--- config.mk ---
export PLATFORM = sky130hd
export DESIGN_NAME = mmsb_top
export DESIGN_NICKNAME = d
export VERILOG_FILES = /design/src/core/mmsb_pkg.sv /design/src/core/mmsb_top.sv
export VERILOG_INCLUDE_DIRS = /design/src /design/src/core
export SDC_FILE = /design/constraint.sdc
export NUM_CORES = 1
export LEC_CHECK = 0
export BUFFER_PORTS_ARGS = -buffer_cell sky130_fd_sc_hd__buf_2
export CORE_MARGIN = 8
export CORE_UTILIZATION = 29
export DETAILED_ROUTE_END_ITERATION = 16
export PLACE_DENSITY = 0.51
export SLEW_MARGIN = 10
export SYNTH_ARGS = -nofsm -noshare
export SYNTH_HDL_FRONTEND = slang
export SYNTH_SLANG_ARGS = --single-unit
--- constraint.sdc ---
create_clock -name pclk -period 7.4 [get_ports pclk]
set_clock_uncertainty 0.15 [all_clocks]
set_input_delay 0.37 -clock pclk [delete_from_list [all_inputs] [get_ports pclk]]
set_output_delay 0.37 -clock pclk [all_outputs]
set_load 0.01 [all_outputs]
--- src/core/mmsb_regs.svh ---
// register indices, field positions, reset values and timing counts
`ifndef MMSB_REGS_SVH
`define MMSB_REGS_SVH

// register indices (byte address is four times the index)
`define MMSB_IDX_MAP        8'h10
`define MMSB_IDX_BANK0      8'h14
`define MMSB_IDX_BANK1      8'h15
`define MMSB_IDX_BANK2      8'h16
`define MMSB_IDX_BANK3      8'h17
`define MMSB_IDX_ECR        8'h18
`define MMSB_IDX_TIM        8'h19
`define MMSB_IDX_STAT       8'h1A

// mapping register fields
`define MMSB_MAP_ROOT_A16   0
`define MMSB_MAP_ROOT_A19   1
`define MMSB_MAP_DATA_A16   2
`define MMSB_MAP_DATA_A19   3
`define MMSB_MAP_FORCE_SEL  4
`define MMSB_MAP_SPLIT      5
`define MMSB_MAP_W          6

// expanded code register fields
`define MMSB_ECR_BANK_LO    0
`define MMSB_ECR_EN         2
`define MMSB_ECR_W          3

// timing register fields
`define MMSB_TIM_WE0        0
`define MMSB_TIM_WE1        1
`define MMSB_TIM_OE0        2
`define MMSB_TIM_OE1        3
`define MMSB_TIM_W          4

// bank control register fields
`define MMSB_BANK_CS_LO     0
`define MMSB_BANK_SET       2
`define MMSB_BANK_WINH      3
`define MMSB_BANK_INV18     4
`define MMSB_BANK_INV19     5
`define MMSB_BANK_WS_LO     6

// reset values
`define MMSB_MAP_RST        6'h00
`define MMSB_ECR_RST        3'h0
`define MMSB_TIM_RST        4'h0
`define MMSB_BANK_RST       8'h00

// access lengths in clocks before wait states, then wait states per bank register code
`define MMSB_RD_CLKS        4'h2
`define MMSB_WR_CLKS        4'h3
`define MMSB_WS_00          4'h4
`define MMSB_WS_01          4'h2
`define MMSB_WS_10          4'h1
`define MMSB_WS_11          4'h0

`endif

--- src/core/mmsb_pkg.sv ---
// types shared by the memory map and strobe timing block
package mmsb_pkg;

   // segment an access falls in
   typedef enum logic [1:0] {
      SEG_ROOT  = 2'b00,
      SEG_DATA  = 2'b01,
      SEG_STACK = 2'b10,
      SEG_XPC   = 2'b11
   } mmsb_seg_t;

   // memory cycle state
   typedef enum logic [0:0] {
      ST_IDLE = 1'b0,
      ST_ACC  = 1'b1
   } mmsb_st_t;

   // access request from the core
   typedef struct packed {
      logic        req;
      logic        fetch;
      logic        write;
      logic [15:0] log_addr;
      logic [19:0] phys_addr;
      logic [7:0]  seg_size;
   } mmsb_req_t;

   // memory pins, active low
   typedef struct packed {
      logic [19:0] addr;
      logic        cs0_n;
      logic        chip_select_second_n;
      logic        cs2_n;
      logic        output_enable_bank_zero_n;
      logic        output_enable_bank_one_n;
      logic        write_enable_bank_zero_n;
      logic        write_enable_bank_one_n;
   } mmsb_mem_t;

   // rising edge state of the block
   typedef struct packed {
      mmsb_st_t         st;
      logic [3:0]       ph;
      logic [3:0]       len;
      logic             wr;
      logic             done;
      logic [19:0]      addr;
      logic [2:0]       cs;
      logic [1:0]       oe;
      logic [1:0]       we;
      logic [1:0]       bank;
      mmsb_seg_t        seg;
      logic [5:0]       map;
      logic [2:0]       ecr;
      logic [3:0]       tim;
      logic [3:0][7:0]  bank_reg;
      logic [31:0]      prdata;
   } mmsb_state_t;

   // falling edge state: early and lagging strobe copies
   typedef struct packed {
      logic [1:0] oe_early;
      logic [1:0] we_early;
      logic [1:0] we_lag;
   } mmsb_half_t;

endpackage : mmsb_pkg

--- src/core/mmsb_top.sv ---
// memory map inversion, bank selection and strobe timing with an apb register slave
`include "mmsb_regs.svh"

module mmsb_top
   import mmsb_pkg::*;
#(
   parameter int ADDR_W = 8
) (
   // clock, reset, enable
   input  wire logic              pclk,
   input  wire logic              presetn,
   input  wire logic              clk_en,
   // apb slave
   input  wire logic              psel,
   input  wire logic              penable,
   input  wire logic              pwrite,
   input  wire logic [ADDR_W-1:0] paddr,
   input  wire logic [31:0]       pwdata,
   output logic                   pready,
   output logic [31:0]            prdata,
   output logic                   pslverr,
   // core access request
   input  wire mmsb_req_t         core_req,
   output logic                   core_busy,
   output logic                   core_done,
   // external memory pins
   output mmsb_mem_t              mem
);

   mmsb_state_t s_q;
   mmsb_state_t s_d;
   mmsb_half_t  h_q;
   mmsb_half_t  h_d;

   // register index of an apb byte address, all ones when misaligned
   // an all-ones index is unmapped, so a misaligned access answers with an error
   function automatic logic [7:0] reg_index(input logic [ADDR_W-1:0] a);
      logic [7:0] idx;
      idx = 8'hFF;
      if (a[1:0] == 2'b00) begin
         idx = 8'(a >> 2);
      end
      return idx;
   endfunction : reg_index

   // true when the index names a mapped register
   function automatic logic reg_mapped(input logic [7:0] idx);
      logic hit;
      hit = 1'b0;
      case (idx)
         `MMSB_IDX_MAP, `MMSB_IDX_ECR, `MMSB_IDX_TIM, `MMSB_IDX_STAT: begin
            hit = 1'b1;
         end
         `MMSB_IDX_BANK0, `MMSB_IDX_BANK1, `MMSB_IDX_BANK2, `MMSB_IDX_BANK3: begin
            hit = 1'b1;
         end
         default: begin
            hit = 1'b0;
         end
      endcase
      return hit;
   endfunction : reg_mapped

   // wait states from a bank register's top two bits
   function automatic logic [3:0] wait_clks(input logic [1:0] ws);
      logic [3:0] n;
      case (ws)
         2'b00: begin
            n = `MMSB_WS_00;
         end
         2'b01: begin
            n = `MMSB_WS_01;
         end
         2'b10: begin
            n = `MMSB_WS_10;
         end
         default: begin
            n = `MMSB_WS_11;
         end
      endcase
      return n;
   endfunction : wait_clks

   // segment of a logical address given the boundary register
   function automatic mmsb_seg_t seg_of(input logic [15:0] la, input logic [7:0] sz);
      mmsb_seg_t sg;
      if (la[15:13] == 3'b111) begin
         sg = SEG_XPC;
      end else if (la[15:12] >= sz[7:4]) begin
         sg = SEG_STACK;
      end else if (la[15:12] >= sz[3:0]) begin
         sg = SEG_DATA;
      end else begin
         sg = SEG_ROOT;
      end
      return sg;
   endfunction : seg_of

   // access decode signals
   logic [7:0]  idx;
   logic        mapped;
   logic        apb_wr;
   mmsb_seg_t   seg;
   logic        inv_on;
   logic [19:0] pre_addr;
   logic [1:0]  bank;
   logic [7:0]  breg;
   logic        take;

   // apb handshake: zero wait, frozen while the enable is low
   assign idx     = reg_index(paddr);
   assign mapped  = reg_mapped(idx);
   assign pready  = clk_en;
   assign pslverr = psel & penable & ~mapped;
   assign prdata  = s_q.prdata;
   assign apb_wr  = clk_en & psel & penable & pwrite & mapped;

   // segment, id inversion and bank choice for a new access
   always_comb begin
      seg      = seg_of(core_req.log_addr, core_req.seg_size);
      inv_on   = ~s_q.map[`MMSB_MAP_SPLIT] | ~core_req.fetch;
      pre_addr = core_req.phys_addr;
      if (inv_on && seg == SEG_ROOT) begin
         pre_addr[19] = pre_addr[19] ^ s_q.map[`MMSB_MAP_ROOT_A19];
         pre_addr[16] = pre_addr[16] ^ s_q.map[`MMSB_MAP_ROOT_A16];
      end
      if (inv_on && seg == SEG_DATA) begin
         pre_addr[19] = pre_addr[19] ^ s_q.map[`MMSB_MAP_DATA_A19];
         pre_addr[16] = pre_addr[16] ^ s_q.map[`MMSB_MAP_DATA_A16];
      end
      // the id inversion has already moved A19, so it steers the bank choice
      if (seg == SEG_XPC && s_q.ecr[`MMSB_ECR_EN]) begin
         bank = s_q.ecr[`MMSB_ECR_BANK_LO +: 2];
      end else begin
         bank = pre_addr[19:18];
      end
      breg = s_q.bank_reg[bank];
      take = clk_en & core_req.req & (s_q.st == ST_IDLE);
   end

   // next state: registers, memory cycle sequence and strobes
   always_comb begin
      s_d      = s_q;
      s_d.done = 1'b0;
      // register writes
      if (apb_wr) begin
         case (idx)
            `MMSB_IDX_MAP: begin
               s_d.map = pwdata[`MMSB_MAP_W-1:0];
            end
            `MMSB_IDX_ECR: begin
               s_d.ecr = pwdata[`MMSB_ECR_W-1:0];
            end
            `MMSB_IDX_TIM: begin
               s_d.tim = pwdata[`MMSB_TIM_W-1:0];
            end
            `MMSB_IDX_BANK0: begin
               s_d.bank_reg[0] = pwdata[7:0];
            end
            `MMSB_IDX_BANK1: begin
               s_d.bank_reg[1] = pwdata[7:0];
            end
            `MMSB_IDX_BANK2: begin
               s_d.bank_reg[2] = pwdata[7:0];
            end
            `MMSB_IDX_BANK3: begin
               s_d.bank_reg[3] = pwdata[7:0];
            end
            default: begin
            end
         endcase
      end

      // read data is captured in the setup cycle
      if (clk_en && psel && !penable) begin
         case (idx)
            `MMSB_IDX_MAP: begin
               s_d.prdata = {26'h0, s_q.map};
            end
            `MMSB_IDX_ECR: begin
               s_d.prdata = {29'h0, s_q.ecr};
            end
            `MMSB_IDX_TIM: begin
               s_d.prdata = {28'h0, s_q.tim};
            end
            `MMSB_IDX_STAT: begin
               s_d.prdata = {27'h0, s_q.seg, s_q.bank, s_q.st == ST_ACC};
            end
            // bank control registers are write-only and read as zero
            default: begin
               s_d.prdata = 32'h0;
            end
         endcase
      end

      // memory cycle sequence
      case (s_q.st)
         ST_IDLE: begin
            if (take) begin
               s_d.st   = ST_ACC;
               s_d.ph   = 4'h0;
               s_d.wr   = core_req.write;
               s_d.bank = bank;
               s_d.seg  = seg;
               s_d.len  = (core_req.write ? `MMSB_WR_CLKS : `MMSB_RD_CLKS)
                          + wait_clks(breg[`MMSB_BANK_WS_LO +: 2]);
               // bank inversion comes after the bank choice
               s_d.addr     = pre_addr;
               s_d.addr[19] = pre_addr[19] ^ breg[`MMSB_BANK_INV19];
               s_d.addr[18] = pre_addr[18] ^ breg[`MMSB_BANK_INV18];
               s_d.cs       = 3'h0;
               case (breg[`MMSB_BANK_CS_LO +: 2])
                  2'b00: begin
                     s_d.cs[0] = 1'b1;
                  end
                  2'b01: begin
                     s_d.cs[1] = 1'b1;
                  end
                  default: begin
                     s_d.cs[2] = 1'b1;
                  end
               endcase
            end
         end
         ST_ACC: begin
            // the cycle ends once the phase reaches the length taken at the start
            if (clk_en) begin
               s_d.ph = s_q.ph + 4'h1;
               if (s_d.ph == s_q.len) begin
                  s_d.st   = ST_IDLE;
                  s_d.done = 1'b1;
                  s_d.cs   = 3'h0;
               end
            end
         end
         default: begin
            s_d.st = ST_IDLE;
         end
      endcase

      // output enable from the second clock to the end of a read
      s_d.oe = 2'b00;
      s_d.we = 2'b00;
      if (s_d.st == ST_ACC && s_d.ph != 4'h0) begin
         if (!s_d.wr) begin
            s_d.oe[s_q.bank_reg[s_d.bank][`MMSB_BANK_SET]] = 1'b1;
         end else if (!s_q.bank_reg[s_d.bank][`MMSB_BANK_WINH]
                      && s_d.ph <= s_d.len - 4'h2) begin
            s_d.we[s_q.bank_reg[s_d.bank][`MMSB_BANK_SET]] = 1'b1;
         end
      end
      // a low enable discards every change above and holds the whole state
      if (!clk_en) begin
         s_d = s_q;
      end
   end

   // falling edge copies: early strobes look ahead, the lag holds write a half clock
   // these copies freeze with the enable too, so a stalled strobe keeps its shape
   always_comb begin
      h_d = h_q;
      if (clk_en) begin
         h_d.oe_early = s_d.oe;
         h_d.we_early = s_d.we;
         h_d.we_lag   = s_q.we;
      end
   end

   // rising edge state
   always_ff @(posedge pclk or negedge presetn) begin
      if (!presetn) begin
         s_q          <= '0;
         s_q.st       <= ST_IDLE;
         s_q.seg      <= SEG_ROOT;
         s_q.map      <= `MMSB_MAP_RST;
         s_q.ecr      <= `MMSB_ECR_RST;
         s_q.tim      <= `MMSB_TIM_RST;
         s_q.bank_reg <= {4{`MMSB_BANK_RST}};
      end else begin
         s_q <= s_d;
      end
   end

   // falling edge state
   always_ff @(negedge pclk or negedge presetn) begin
      if (!presetn) begin
         h_q <= '0;
      end else begin
         h_q <= h_d;
      end
   end

   // strobe shaping per bank set
   // extended write uses falling edge flops only, so it never moves at a rise
   logic [1:0] oe_on;
   logic [1:0] we_on;
   always_comb begin
      oe_on[0] = s_q.oe[0] | (s_q.tim[`MMSB_TIM_OE0] & h_q.oe_early[0]);
      oe_on[1] = s_q.oe[1] | (s_q.tim[`MMSB_TIM_OE1] & h_q.oe_early[1]);
      we_on[0] = h_q.we_lag[0] |
                 (s_q.tim[`MMSB_TIM_WE0] ? h_q.we_early[0] : s_q.we[0]);
      we_on[1] = h_q.we_lag[1] |
                 (s_q.tim[`MMSB_TIM_WE1] ? h_q.we_early[1] : s_q.we[1]);
   end

   // memory pins, active low; the second select may be held on
   always_comb begin
      mem.addr                      = s_q.addr;
      mem.cs0_n                     = ~s_q.cs[0];
      mem.chip_select_second_n      = ~(s_q.cs[1] | s_q.map[`MMSB_MAP_FORCE_SEL]);
      mem.cs2_n                     = ~s_q.cs[2];
      mem.output_enable_bank_zero_n = ~oe_on[0];
      mem.output_enable_bank_one_n  = ~oe_on[1];
      mem.write_enable_bank_zero_n  = ~we_on[0];
      mem.write_enable_bank_one_n   = ~we_on[1];
   end

   // core status
   assign core_busy = (s_q.st == ST_ACC);
   assign core_done = s_q.done;

endmodule : mmsb_top

## Word level (Yosys, flattened, before mapping)

Memories as Yosys holds them, arrays and structs flattened.
Index checks and enable logic that the tools add are counted.

| word-level totals | value |
|---|---|
| memory bits (writable) | 0 |
| memories kept | 1 |
| output and inout bits | 63 |
| bits in read-only memories | 32 |
| logic and storage cells | 162 |
| input bits | 93 |
| latch bits | 0 |
| bits in registers | 125 |

| cells by class | value |
|---|---|
| bitwise logic cells | 33 |
| div/mod/pow operators | 0 |
| reductions and logical operators | 27 |
| equality and inequality tests | 17 |
| muxes and demuxes | 52 |
| add/sub/neg operators | 3 |
| multipliers | 0 |
| order comparisons | 7 |
| shift-type cells | 0 |

Memories:

| memory | words | bits a word | rd ports | clocked after Yosys merged registers in | write ports | RTL line | source |
|---|---|---|---|---|---|---|---|
| (no name shown) | 32 | 1 | 1 | 0 | 0 | mmsb_top.sv:50 | `case (idx)` |

Operator list:

| kind | number |
|---|---|
| two-way mux 85 bit | 1 |
| equality test 8 x 5 -> 1 bit (second input constant) | 8 |
| two-way mux 8 bit | 6 |
| two-way mux 45 bit | 1 |
| binary-select mux 8 bit (select 2 bit) | 2 |
| two-way mux 32 bit | 1 |
| two-way mux 4 bit | 7 |
| AND reduction 3 bit | 9 |
| case mux 6 bit (4 select lines) | 1 |
| two-way mux 1 bit | 16 |
| two-way mux 2 bit | 6 |
| NOT 1 bit | 11 |
| bitwise AND 1 bit | 10 |
| two-way mux 10 bit | 1 |
| two-way mux 5 bit | 2 |
| case mux 5 bit (2 select lines) | 1 |
| two-way mux 3 bit | 3 |
| case mux 3 bit (3 select lines) | 1 |
| greater-or-equal comparator 4 bit | 2 |
| logical AND 1 bit | 8 |
| zero test 2 bit | 4 |
| equality test 2 x 1 -> 1 bit (second input constant) | 3 |
| < comparator 2 x 3 -> 1 bit (second input constant) | 2 |
| two-way mux 6 bit | 1 |
| other kinds (20) | 32 |

## Logic depth before layout (Yosys ltp)

Gate-level depths: netlist of the first run.

| logic depth | value |
|---|---|
| depth after elaboration | 26 |
| depth in mapped cells | 25 |
| mapped depth without buffers | 24 |

==> results.md, run 1 <==
- Top Ports: 156
- Final setup vio count: 2
- Number of synthesized flops with an enable pin: 0
- Clock root buffer: clkbuf_16
- Global-route wire length before repair: 22260 um
- Hold Path End: mem[16]$_DFFE_PN0P_
- Post-synth cell types: between 50 and 60
- WL/cell: 16.71 um
- Drt pass-1 iters: 4
- Synthesized area per cell: 10.28 sq um
- Synth async-reset ratio: 1.000
- Critical path required time: 3.74 ns
- Clock Path Buffers: 2
- Max incr delay on CP: 0.41 ns
- Final Hold Fails: 0
- Logic pwr share: 0.321
- Vias/cell: 4.679
- Synth area leaders: dfrtp_1 44%, mux2_2 10%, buf_4 7.5%
- Sequential share of power: 0.391
- Clock Power Share: 0.288
- CTS clock-pin slew for the worst setup and hold paths: 0.07 ns
- Post-Syn Area: approximately 5300 sq um
- CP arrival: 4.41 ns
- Synth warnings: 0
- Reg2reg setup slack: -0.45 ns
- Slew margin rel.: 0.3427
- Drt total wl: between 10000 and 15000 um
- CP top delay family: simple AND/OR/NAND/NOR gates
- Leak Pwr: 3.300 nW
- Most frequent cells in the layout: 98 x nand2_1, 93 x dfrtp_1, 89 x buf_2, 48 x mux2_2, 38 x buf_4
- Synthesized flop and latch total: 99
- Most frequent CP cell: ha_4
- Post-route DRC: 0
- Switching pwr: 0.0006047 W
- Synth-to-Final Area Change: 23.21%
- Diode count: 0
- Aggregate negative setup slack: -1.331 ns
- Global Route Usage Sum: 0.1252
- Initial antenna violation count: 0
- Initial Util: 0.2959
- Worst Hold Class: input port to flip-flop
- RSZ-0062 raised after global routing: true
- Slowest-stage cell, CP: or3b_4
- Switching share of total power: 0.3354
- Hpwl dp: around 11000 um
- Maximum level of the CTS H-tree: 3
- Failing checks: setup timing
- IO buf count: 93
- Syn Inst Count: 517
- Max Cap Viol: 0
- Post-DP Area: a little over 6000 sq um
- CP bufs+invs: 3
- CP Max Fanout: 4
- # rows: just under 50
- Hold Crit Start: core_req[17]
- Share of post-route cells with drive strength above 1: 0.3584
- Nets@finish: 729
- Pint: 0.001198 W
- CP startpoint kind: input port
- Reg2reg end: h_q[2]$_DFFE_NN0P_
- Placed Cells: 834
- Pwr Density: roughly 280 nW/um^2
- DRT iter0 DRCs: 209
- Worst-skew pair later-pin latency: around 0.35 ns
- Sequential element share of the synthesized area: 0.4661
- Reg2reg start: s_q[74]$_DFFE_PN0P_
- Die ar.: 22920 sq um
- Post-DRT Antenna Nets: 0
- GP Congestion: between 0.8 and 0.9
- Kind of end point of the critical path: flip-flop
- Largest net degree at the start of global routing: 57
- Core area: 17960 sq um
- CP Class: input port to flip-flop
- Setup WS post-layout: -0.6775 ns
- Num CTS Buffers: 9
- Pins over their slew limit: 0
- Hold Path Cell Cnt: 3
- Least-Margin Pin Slew: 0.9860 ns
- Vias post-DR: approximately 4000
- Vias in the first global route: 4182
- Final instance area: 6549 sq um
- Main synth FF type: dfrtp_1
- Area leader, netlist: dfrtp_1
- Die X: 151.4 um
- Most common cell after layout, fill and taps aside: nand2_1
- Status: finished, violations left
- Non-Filler Instances: 854
- Maximum vdd drop: 0.0001119 V
- Overflow after GRT: 0
- Die height: about 150 um
- Synth top area share: 0.4379
- Reg2reg path depth: 20
- Clock Sinks: 99
- TritonCTS clock tree: yes
-- per-stage QoR --
step / util / power [W] / worst slack (ns) / hold slack [ns]
finish: 0.3646 / 0.001803 / -0.6775 / 0.06262
global route: 0.3646 / 0.001926 / -0.8339 / 0.06294
CTS: 0.3600 / 0.001814 / -0.6224 / 0.04852
detailed placement: 0.3373 / 0.001255 / -1.181 / 0.2840
global placement: 0.3373 / 0.001234 / -1.072 / 0.2769
floorplan: - / 0.001119 / -1.004 / -0.07559
-- metal layers --
metal,GRT usage,routed length [um]
met1,0.1571,6454
met2,0.2122,6920
met3,0.02420,718
met4,0.04008,177
met5,0,0
-- cell usage after synthesis, types with 3 or more instances --
| library cell | n |
|---|---|
| nand2b_1 | 4 |
| o211ai_1 | 4 |
| a211oi_1 | 7 |
| o211a_1 | 4 |
| a22o_1 | 7 |
| mux2i_1 | 9 |
| or3_1 | 3 |
| o21ai_0 | 20 |
| buf_4 | 53 |
| mux2_2 | 48 |
| nand3_1 | 5 |
| nor3_1 | 4 |
| nand4_1 | 4 |
| xnor2_1 | 7 |
| a32o_1 | 3 |
| and2_1 | 3 |
| dfrtp_1 | 93 |
| nor2_1 | 20 |
| nor2b_1 | 3 |
| o21ai_1 | 6 |
| ha_1 | 16 |
| dfrtn_1 | 6 |
| a21o_1 | 4 |
| clkbuf_1 | 11 |
| o2bb2ai_1 | 4 |
| nand3b_1 | 4 |
| nand2_1 | 98 |
| inv_1 | 21 |
| a21oi_1 | 12 |
-- power by group through the flow --
stage / clock, W / sequential [W] / combinational [W]
after floorplan: 0 / 0.000700 / 0.000419
after global placement: 0 / 0.000711 / 0.000523
after detailed placement: 0 / 0.000717 / 0.000539
after CTS: 0.000535 / 0.000706 / 0.000573
after global routing: 0.000556 / 0.000719 / 0.000651
final: 0.000519 / 0.000705 / 0.000579
-- layout make-up --
cell class                 instances  area, sq um
clock buffer                       9        225.2
multi-input combinational        356         2560
tap                              229        286.5
timing repair buffer             132        789.5
sequential                        99         2477
clock inverter                     7        102.6
inverter                          22        107.6
fill                            1784        11410
-- tightest hold or removal path: stages --
cell	delay, ns
buf_2	0.07
nand2_1	0.04
nand2_1	0.05
-- worst max path at each step --
| stage | startpoint | end | slack [ns] | cells after the start |
|---|---|---|---|---|
| after floorplan | core_req[40] | h_q[2]$_DFFE_NN0P_ | -1.00 | 24 |
| after global placement | core_req[40] | h_q[2]$_DFFE_NN0P_ | -1.07 | 25 |
| after detailed placement | core_req[40] | h_q[3]$_DFFE_NN0P_ | -1.18 | 25 |
| after CTS | core_req[40] | h_q[3]$_DFFE_NN0P_ | -0.62 | 25 |
| after global routing | core_req[40] | h_q[3]$_DFFE_NN0P_ | -0.83 | 24 |
| final | core_req[40] | h_q[2]$_DFFE_NN0P_ | -0.68 | 25 |
-- repair_timing --
item	4_1_cts	5_1_grt
cloned	0	0
gates resized for setup	12	11
buffers inserted	1	2
setup endpoints to repair	2	2
hold buffers	1	0
pin swaps	13	5
hold endpoints to repair	49	0
-- registers in the layout, indices dropped and copies added (netlist names) --
register and flops:
mem 20, s_q 65, core_busy 1, core_done 1
prdata 6, h_q 6
-- cell families (layout without fill, tap and decap cells) --
kind of cell,Yosys count,after routing,share of synthesized area
and+or+nand+nor,158,158,0.1323
DFF,99,99,0.4661
AOI/OAI and AO/OA,88,88,0.1210
buffers and inverters,87,170,0.1003
muxes,59,59,0.1271
adders and majority gates,16,16,0.03766
xor gates and xnor gates,9,9,0.01483
other,1,26,0.0007055
No activity file was read; power rests on OpenSTA's default activity.
==> inputs of run 2 (changes only) <==
--- a/config.mk
+++ b/config.mk
@@ -8,9 +8,9 @@
 export LEC_CHECK = 0
 export BUFFER_PORTS_ARGS = -buffer_cell sky130_fd_sc_hd__buf_2
 export CORE_MARGIN = 8
-export CORE_UTILIZATION = 29
+export CORE_UTILIZATION = 40
 export DETAILED_ROUTE_END_ITERATION = 16
-export PLACE_DENSITY = 0.51
+export PLACE_DENSITY = 0.65
 export SLEW_MARGIN = 10
 export SYNTH_ARGS = -nofsm -noshare
 export SYNTH_HDL_FRONTEND = slang
==> run 2 against run 1 <==
Effect of this change: clock-buffer cell count increased by 3; critical path type unchanged; the flow still finishes with violations (setup timing); largest cell class unchanged; utilization increased by 13 points; highest routed layer unchanged; die area decreased by 25%.
==> results.md, run 2 (synthesis results as in run 1) <==
- Failing checks: setup timing
- Status: finished, violations left
- Hpwl dp: 10060 um (-7.7%)
- Worst Hold Class: input port to flip-flop
- Initial Util: 0.4062 (+0.1103)
- Tot Pwr: 0.001758 W (-2.5%)
- Post-DRT Antenna Nets: 0 (unchanged)
- Num CTS Buffers: 9 (unchanged)
- Post-DP Area: 6001 sq um (-0.97%)
- Hold Path Cell Cnt: 3 (unchanged)
- Clock root buffer: clkbuf_16
- Nets@finish: 734 (+0.69%)
- Pwr Density: 271.9 nW/um^2 (-1.2%)
- Pre-CTS setup slack: -1.143 ns (+0.03719 ns)
- Share of post-route cells with drive strength above 1: 0.3683 (+0.009854)
- Drt pass-1 iters: 4 (unchanged)
- Die ar.: 17230 sq um (-25%)
- CP arrival: 4.40 ns (about the same)
- Largest net degree at the start of global routing: 65 (+14%)
- Post-route DRC: 0 (unchanged)
- # rows: 42 (-14%)
- Die height: 131.3 um (-13%)
- Drt total wl: 13270 um (-7.0%)
- Synth-to-Final Area Change: 21.66%
- Maximum vdd drop: 0.0001067 V (-4.7%)
- Worst-skew pair later-pin latency: 0.35 ns (about the same)
- Core area: 13090 sq um (-27%)
- CP Class: input port to flip-flop
- WL/cell: 16.47 um (-1.4%)
- CTS clock-pin slew for the worst setup and hold paths: 0.07 ns (about the same)
- Vias post-DR: 4062 (+1.7%)
- Final instance area: 6466 sq um (-1.3%)
- Global Route Usage Sum: 0.1543 (+0.02903)
- Most flops, register: s_q
- Leak Pwr: 3.300 nW (about the same)
- Top Ports: 156 (unchanged)
- Vias/cell: 5.040 (+7.7%)
- Overflow after GRT: 0 (unchanged)
- Final setup vio count: 2 (unchanged)
- Diode count: 0 (unchanged)
- Slew margin rel.: 0.3031 (-0.03955)
- Final Hold Fails: 0 (unchanged)
- Critical path required time: 3.74 ns (about the same)
- IO buf count: 93 (unchanged)
- Max Cap Viol: 0 (unchanged)
- Kind of end point of the critical path: flip-flop
- TritonCTS clock tree: yes
- RSZ-0062 raised after global routing: true
- CP startpoint kind: input port
- Vias in the first global route: 4333 (+3.6%)
- Reg2reg path depth: 19 (-5.0%)
- Global-route wire length before repair: 21770 um (-2.2%)
- Number of flip-flops in the largest register: 65 (unchanged)
- Least-Margin Pin Slew: 1.045 ns (+0.05932 ns)
- Maximum level of the CTS H-tree: 3 (unchanged)
- Clock Path Buffers: 2 (unchanged)
- Die X: 131.3 um (-13%)
- Initial antenna violation count: 0 (unchanged)
- Setup WS post-layout: -0.6593 ns (+0.01822 ns)
- Pins over their slew limit: 0 (unchanged)
- GP Congestion: 0.8411 (+5.0%)
- Clock Sinks: 99 (unchanged)
- Most common cell after layout, fill and taps aside: nand2_1
- DRT iter0 DRCs: 237 (+13%)
- Most frequent cells in the layout: 97 x nand2_1, 93 x dfrtp_1, 90 x buf_2, 48 x mux2_2, 44 x buf_4
- CP Max Fanout: 3 (-1)
==> run 2: changes by cell type in the layout (fill, tap and decap cells not counted), sizes merged <==
cell / previous run / this run
buf: 131 / 136
bufinv: 2 / 0
clkbuf: 9 / 12
clkinv: 4 / 1
clkinvlp: 1 / 2
inv: 22 / 23
==> run 2: area by class of cell <==
| class | count | area [sq um] |
|---|---|---|
| sequential | 99 | 2477 |
| fill | 1217 | 6619 |
| inverter | 22 | 105.1 |
| clock inverter | 4 | 32.53 |
| multi-input combinational | 356 | 2547 |
| timing repair buffer | 137 | 817.0 |
| clock buffer | 12 | 266.5 |
| tap | 176 | 220.2 |
==> run 2: critical path, stage by stage <==
cell       delay [ns]
buf_8            0.11
inv_12           0.04
ha_4             0.18
nand2b_4         0.14
a2111oi_4        0.37
o21ai_2          0.11
a211o_1          0.31
o21a_1           0.15
mux4_2           0.32
nor2b_4          0.14
ha_2             0.18
inv_2            0.07
ha_4             0.13
nand2_2          0.04
or3_4            0.33
and3_4           0.17
ha_4             0.16
xnor2_2          0.13
ha_1             0.32
and4_1           0.16
o21ai_1          0.12
nor2_1           0.06
o211ai_1         0.17
o2bb2ai_1        0.11
==> run 2: per-stage QoR <==
stage / TNS, ns / std cells / utilization / hold slack (ns)
final: -1.291 / 806 / 0.4942 / 0.05588
after global routing: -1.615 / 806 / 0.4942 / 0.04871
after CTS: -1.234 / 802 / 0.4879 / 0.04816
after detailed placement: -2.273 / 782 / 0.4586 / 0.2072
after global placement: -1.998 / 782 / 0.4586 / 0.1972
after floorplan: -2.007 / 542 / - / -0.07559
==> run 2: power by group <==
group	total, W	internal (W)	switching (W)	leakage (nW)
Sequential	0.000705	0.000643	0.0000611	1.32
Clock	0.000464	0.000257	0.000207	0.141
Combinational	0.000590	0.000262	0.000328	1.84
==> run 2: what timing repair did <==
| action | CTS | global route |
|---|---|---|
| buffers inserted | 3 | 4 |
| resized for setup | 11 | 10 |
| endpoints found under the setup margin | 2 | 2 |
| hold buffers | 1 | 0 |
| pin swaps | 11 | 8 |
| endpoints found under the hold margin | 29 | 0 |
| gates cloned | 0 | 0 |
==> run 2: final timing paths <==
path | slack, ns | start | endpoint
worst min-delay path | 0.06 | core_req[13] | mem[12]$_DFFE_PN0P_
max in group asynchronous | 2.79 | presetn | h_q[0]$_DFFE_NN0P_
worst min register to register | 0.28 | h_q[5]$_DFFE_NN0P_ | h_q[5]$_DFFE_NN0P_
worst max register to register | -0.40 | s_q[74]$_DFFE_PN0P_ | h_q[3]$_DFFE_NN0P_
min in group asynchronous | 0.36 | presetn | s_q[114]$_DFFE_PN0P_
worst max-delay path | -0.66 | core_req[40] | h_q[3]$_DFFE_NN0P_
==> run 2: per-layer routing <==
metal	vias to the layer above	share of wire	global-route usage
li1	1933	-	-
met1	2011	0.44	0.1874
met2	101	0.48	0.2533
met3	17	0.057	0.04611
met4	0	0.017	0.05807
met5	-	0	0
==> inputs of run 3 (changes only) <==
--- a/config.mk
+++ b/config.mk
@@ -10,7 +10,10 @@
 export CORE_MARGIN = 8
 export CORE_UTILIZATION = 40
 export DETAILED_ROUTE_END_ITERATION = 16
+export HOLD_SLACK_MARGIN = 0.05
 export PLACE_DENSITY = 0.65
+export SKIP_CTS_REPAIR_TIMING = 1
+export SKIP_LAST_GASP = 1
 export SLEW_MARGIN = 10
 export SYNTH_ARGS = -nofsm -noshare
 export SYNTH_HDL_FRONTEND = slang
==> run 3 against run 2 <==
Effect of this change: the flow still finishes with violations (setup timing); flip-flop and latch count unchanged; sequential share of layout area grew 0.13 points; non-clock buffer count did not move; critical path type unchanged; largest cell class unchanged.
==> results.md, run 3 (synthesis results as in run 1) <==
- Hold Path Cell Cnt: 3 (unchanged)
- Kind of end point of the critical path: flip-flop
- GP Congestion: 0.8411 (unchanged)
- # rows: 42 (unchanged)
- Die height: 131.3 um (unchanged)
- CP arrival: 4.41 ns (about the same)
- Clock Power Share: 0.264 (about the same)
- Post-route DRC: 0 (unchanged)
- Clock Path Buffers: 2 (unchanged)
- Met2 usage: 0.2511 (-0.002280)
- Max Cap Viol: 0 (unchanged)
- Die X: 131.3 um (unchanged)
- Clock root buffer: clkbuf_16
- Drt pass-1 iters: 5 (+1)
- Pre-CTS setup slack: -1.143 ns (unchanged)
- Slowest-stage cell, CP: a2111oi_4
- Least-Margin Pin Slew: 1.050 ns (+0.004658 ns)
- Nets@finish: 734 (unchanged)
- Aggregate negative setup slack: -1.333 ns (-0.04210 ns)
- Most frequent CP cell: ha_4
- Vias post-DR: 4056 (-0.15%)
- TritonCTS clock tree: yes
- CTS clock-pin slew for the worst setup and hold paths: 0.07 ns (about the same)
- Switching pwr: 0.0005961 W (+0.15%)
- CP Class: input port to flip-flop
- GR met3 Demand/Resource: 0.04573 (-0.0003811)
- Maximum level of the CTS H-tree: 3 (unchanged)
- Slew margin rel.: 0.3000 (-0.003105)
- Clock Sinks: 99 (unchanged)
- Setup WS post-layout: -0.6678 ns (-0.008506 ns)
- Reg2reg setup slack: -0.34 ns (+0.06 ns)
- Failing checks: setup timing
- Max incr delay on CP: 0.42 ns (+0.05 ns)
- CP bufs+invs: 3 (unchanged)
- Die ar.: 17230 sq um (unchanged)
- Leak Pwr: 3.303 nW (about the same)
- Share of post-route cells with drive strength above 1: 0.3571 (-0.01111)
- Core area: 13090 sq um (unchanged)
- Reg2reg path depth: 19 (unchanged)
- Post-DRT Antenna Nets: 0 (unchanged)
- M1 GR Usage: 0.1860 (-0.001421)
- Top Ports: 156 (unchanged)
- Final Hold Fails: 0 (unchanged)
- IO buf count: 93 (unchanged)
- Most frequent cells in the layout: 97 x nand2_1, 93 x dfrtp_1, 90 x buf_2, 48 x mux2_2, 41 x buf_4
- CP startpoint: core_req[40]
- Global Route Usage Sum: 0.1528 (-0.001468)
- Core Util, Final: 0.4924 (-0.001721)
- Largest net degree at the start of global routing: 65 (unchanged)
- Status: finished, violations left
- RSZ-0062 raised after global routing: true
- Final instance area: 6444 sq um (-0.35%)
- Worst Setup EP: h_q[3]$_DFFE_NN0P_
- Maximum vdd drop: 0.0001060 V (-0.64%)
- Reg2reg end: h_q[3]$_DFFE_NN0P_
- Reg2reg start: s_q[74]$_DFFE_PN0P_
- Overflow after GRT: 0 (unchanged)
- Global-route wire length before repair: 21530 um (-1.1%)
- Pins over their slew limit: 0 (unchanged)
- Worst-skew pair later-pin latency: 0.35 ns (about the same)
- Vias/cell: 5.032 (-0.15%)
- Switching share of total power: 0.3392 (+0.0007823)
- Sequential share of power: 0.401 (about the same)
- Hpwl dp: 10060 um (unchanged)
- Vias in the first global route: 4291 (-0.97%)
- Most flops, register: s_q
- WL/cell: 16.53 um (+0.40%)
- DRT iter0 DRCs: 250 (+5.5%)
- Worst hold slack: 0.05300 ns (-0.002882 ns)
- CP startpoint kind: input port
- Logic pwr share: 0.336 (about the same)
- Critical path required time: 3.74 ns (about the same)
- Synth-to-Final Area Change: 21.23%
- Pwr Density: 272.7 nW/um^2 (+0.27%)
- Number of flip-flops in the largest register: 65 (unchanged)
- Initial Util: 0.4062 (unchanged)
- Initial antenna violation count: 0 (unchanged)
- CP Depth: 24 (unchanged)
- Most common cell after layout, fill and taps aside: nand2_1
- CP Max Fanout: 3 (unchanged)
- Post-DP Area: 6001 sq um (unchanged)
- CP top delay family: compound AO/OA/AOI/OAI gates
- GRT busiest layer: met2
- CP Cell Sequence: buf_8 > inv_12 > ha_4 > nand2b_4 > a2111oi_4 > o21ai_2 > a211o_1 > o21a_1 > mux4_2 > nor2b_4 > ha_2 > inv_2 > ha_4 > nand2_2 > or3_4 > and3_4 > ha_4 > xnor2_2 > ha_1 > and4_1 > o21ai_1 > nor2_1 > o211ai_1 > o2bb2ai_1
- Pint: 0.001161 W (-0.20%)
- Diode count: 0 (unchanged)
- Worst Hold Class: input port to flip-flop
- Num CTS Buffers: 9 (unchanged)
- Final setup vio count: 2 (unchanged)
- Drt total wl: 13330 um (+0.40%)
- Fillcell total: 1224 (+0.58%)
[run 3: cell types whose count changed in the layout (fill, tap and decap cells not counted), sizes merged]
cell and delta:
dlygate4sd3 +2, buf -2
[run 3: how the worst min path moves through the flow]
stage                 startpoint               endpoint
floorplan                presetn  core_busy$_DFFE_PN0P_
global placement         presetn   s_q[117]$_DFFE_PN0P_
detailed placement       presetn   s_q[117]$_DFFE_PN0P_
CTS                      presetn   s_q[117]$_DFFE_PN0P_
global route        core_req[12]    mem[11]$_DFFE_PN0P_
finish              core_req[13]    mem[12]$_DFFE_PN0P_
[run 3: power groups by stage]
stage | clock, W | combinational [W] | sequential, W
5_1_grt | 0.000501 | 0.000655 | 0.000716
4_1_cts | 0.000474 | 0.000545 | 0.000704
2_1_floorplan | 0 | 0.000419 | 0.000700
3_3_place_gp | 0 | 0.000519 | 0.000710
6_report | 0.000463 | 0.000590 | 0.000704
3_5_place_dp | 0 | 0.000539 | 0.000713
[run 3: routing by layer]
metal,vias up,wire length (um)
met1,1995,5819
met2,108,6477
met4,0,225
met3,19,804
li1,1934,-
met5,-,0
[run 3: metrics by stage]
stage | cells | power [W]
2_1_floorplan | 542 | 0.001119
3_3_place_gp | 782 | 0.001229
3_5_place_dp | 782 | 0.001252
4_1_cts | 798 | 0.001723
5_1_grt | 806 | 0.001873
6_report | 806 | 0.001757
[run 3: worst reg2reg max path: cells and delay by family (launching register included)]
family / cells / cell delay [ns]
flops: 1 / 0.36
mux: 1 / 0.33
buf+inv: 1 / 0.07
simple gates: 7 / 1.30
xor+xnor: 1 / 0.13
fa+ha+maj: 4 / 0.76
compound gates: 5 / 0.79
[run 3: cell type report]
| cell class | instances | area [sq um] | share of cell area |
|---|---|---|---|
| Timing Repair Buffer | 137 | 825.8 | 0.1282 |
| Sequential cell | 99 | 2477 | 0.3845 |
| Tap cell | 176 | 220.2 | 0.03417 |
| Clock inverter | 4 | 32.53 | 0.005049 |
| Inverter | 22 | 105.1 | 0.01631 |
| Clock buffer | 12 | 266.5 | 0.04136 |
| Multi-Input combinational cell | 356 | 2516 | 0.3905 |
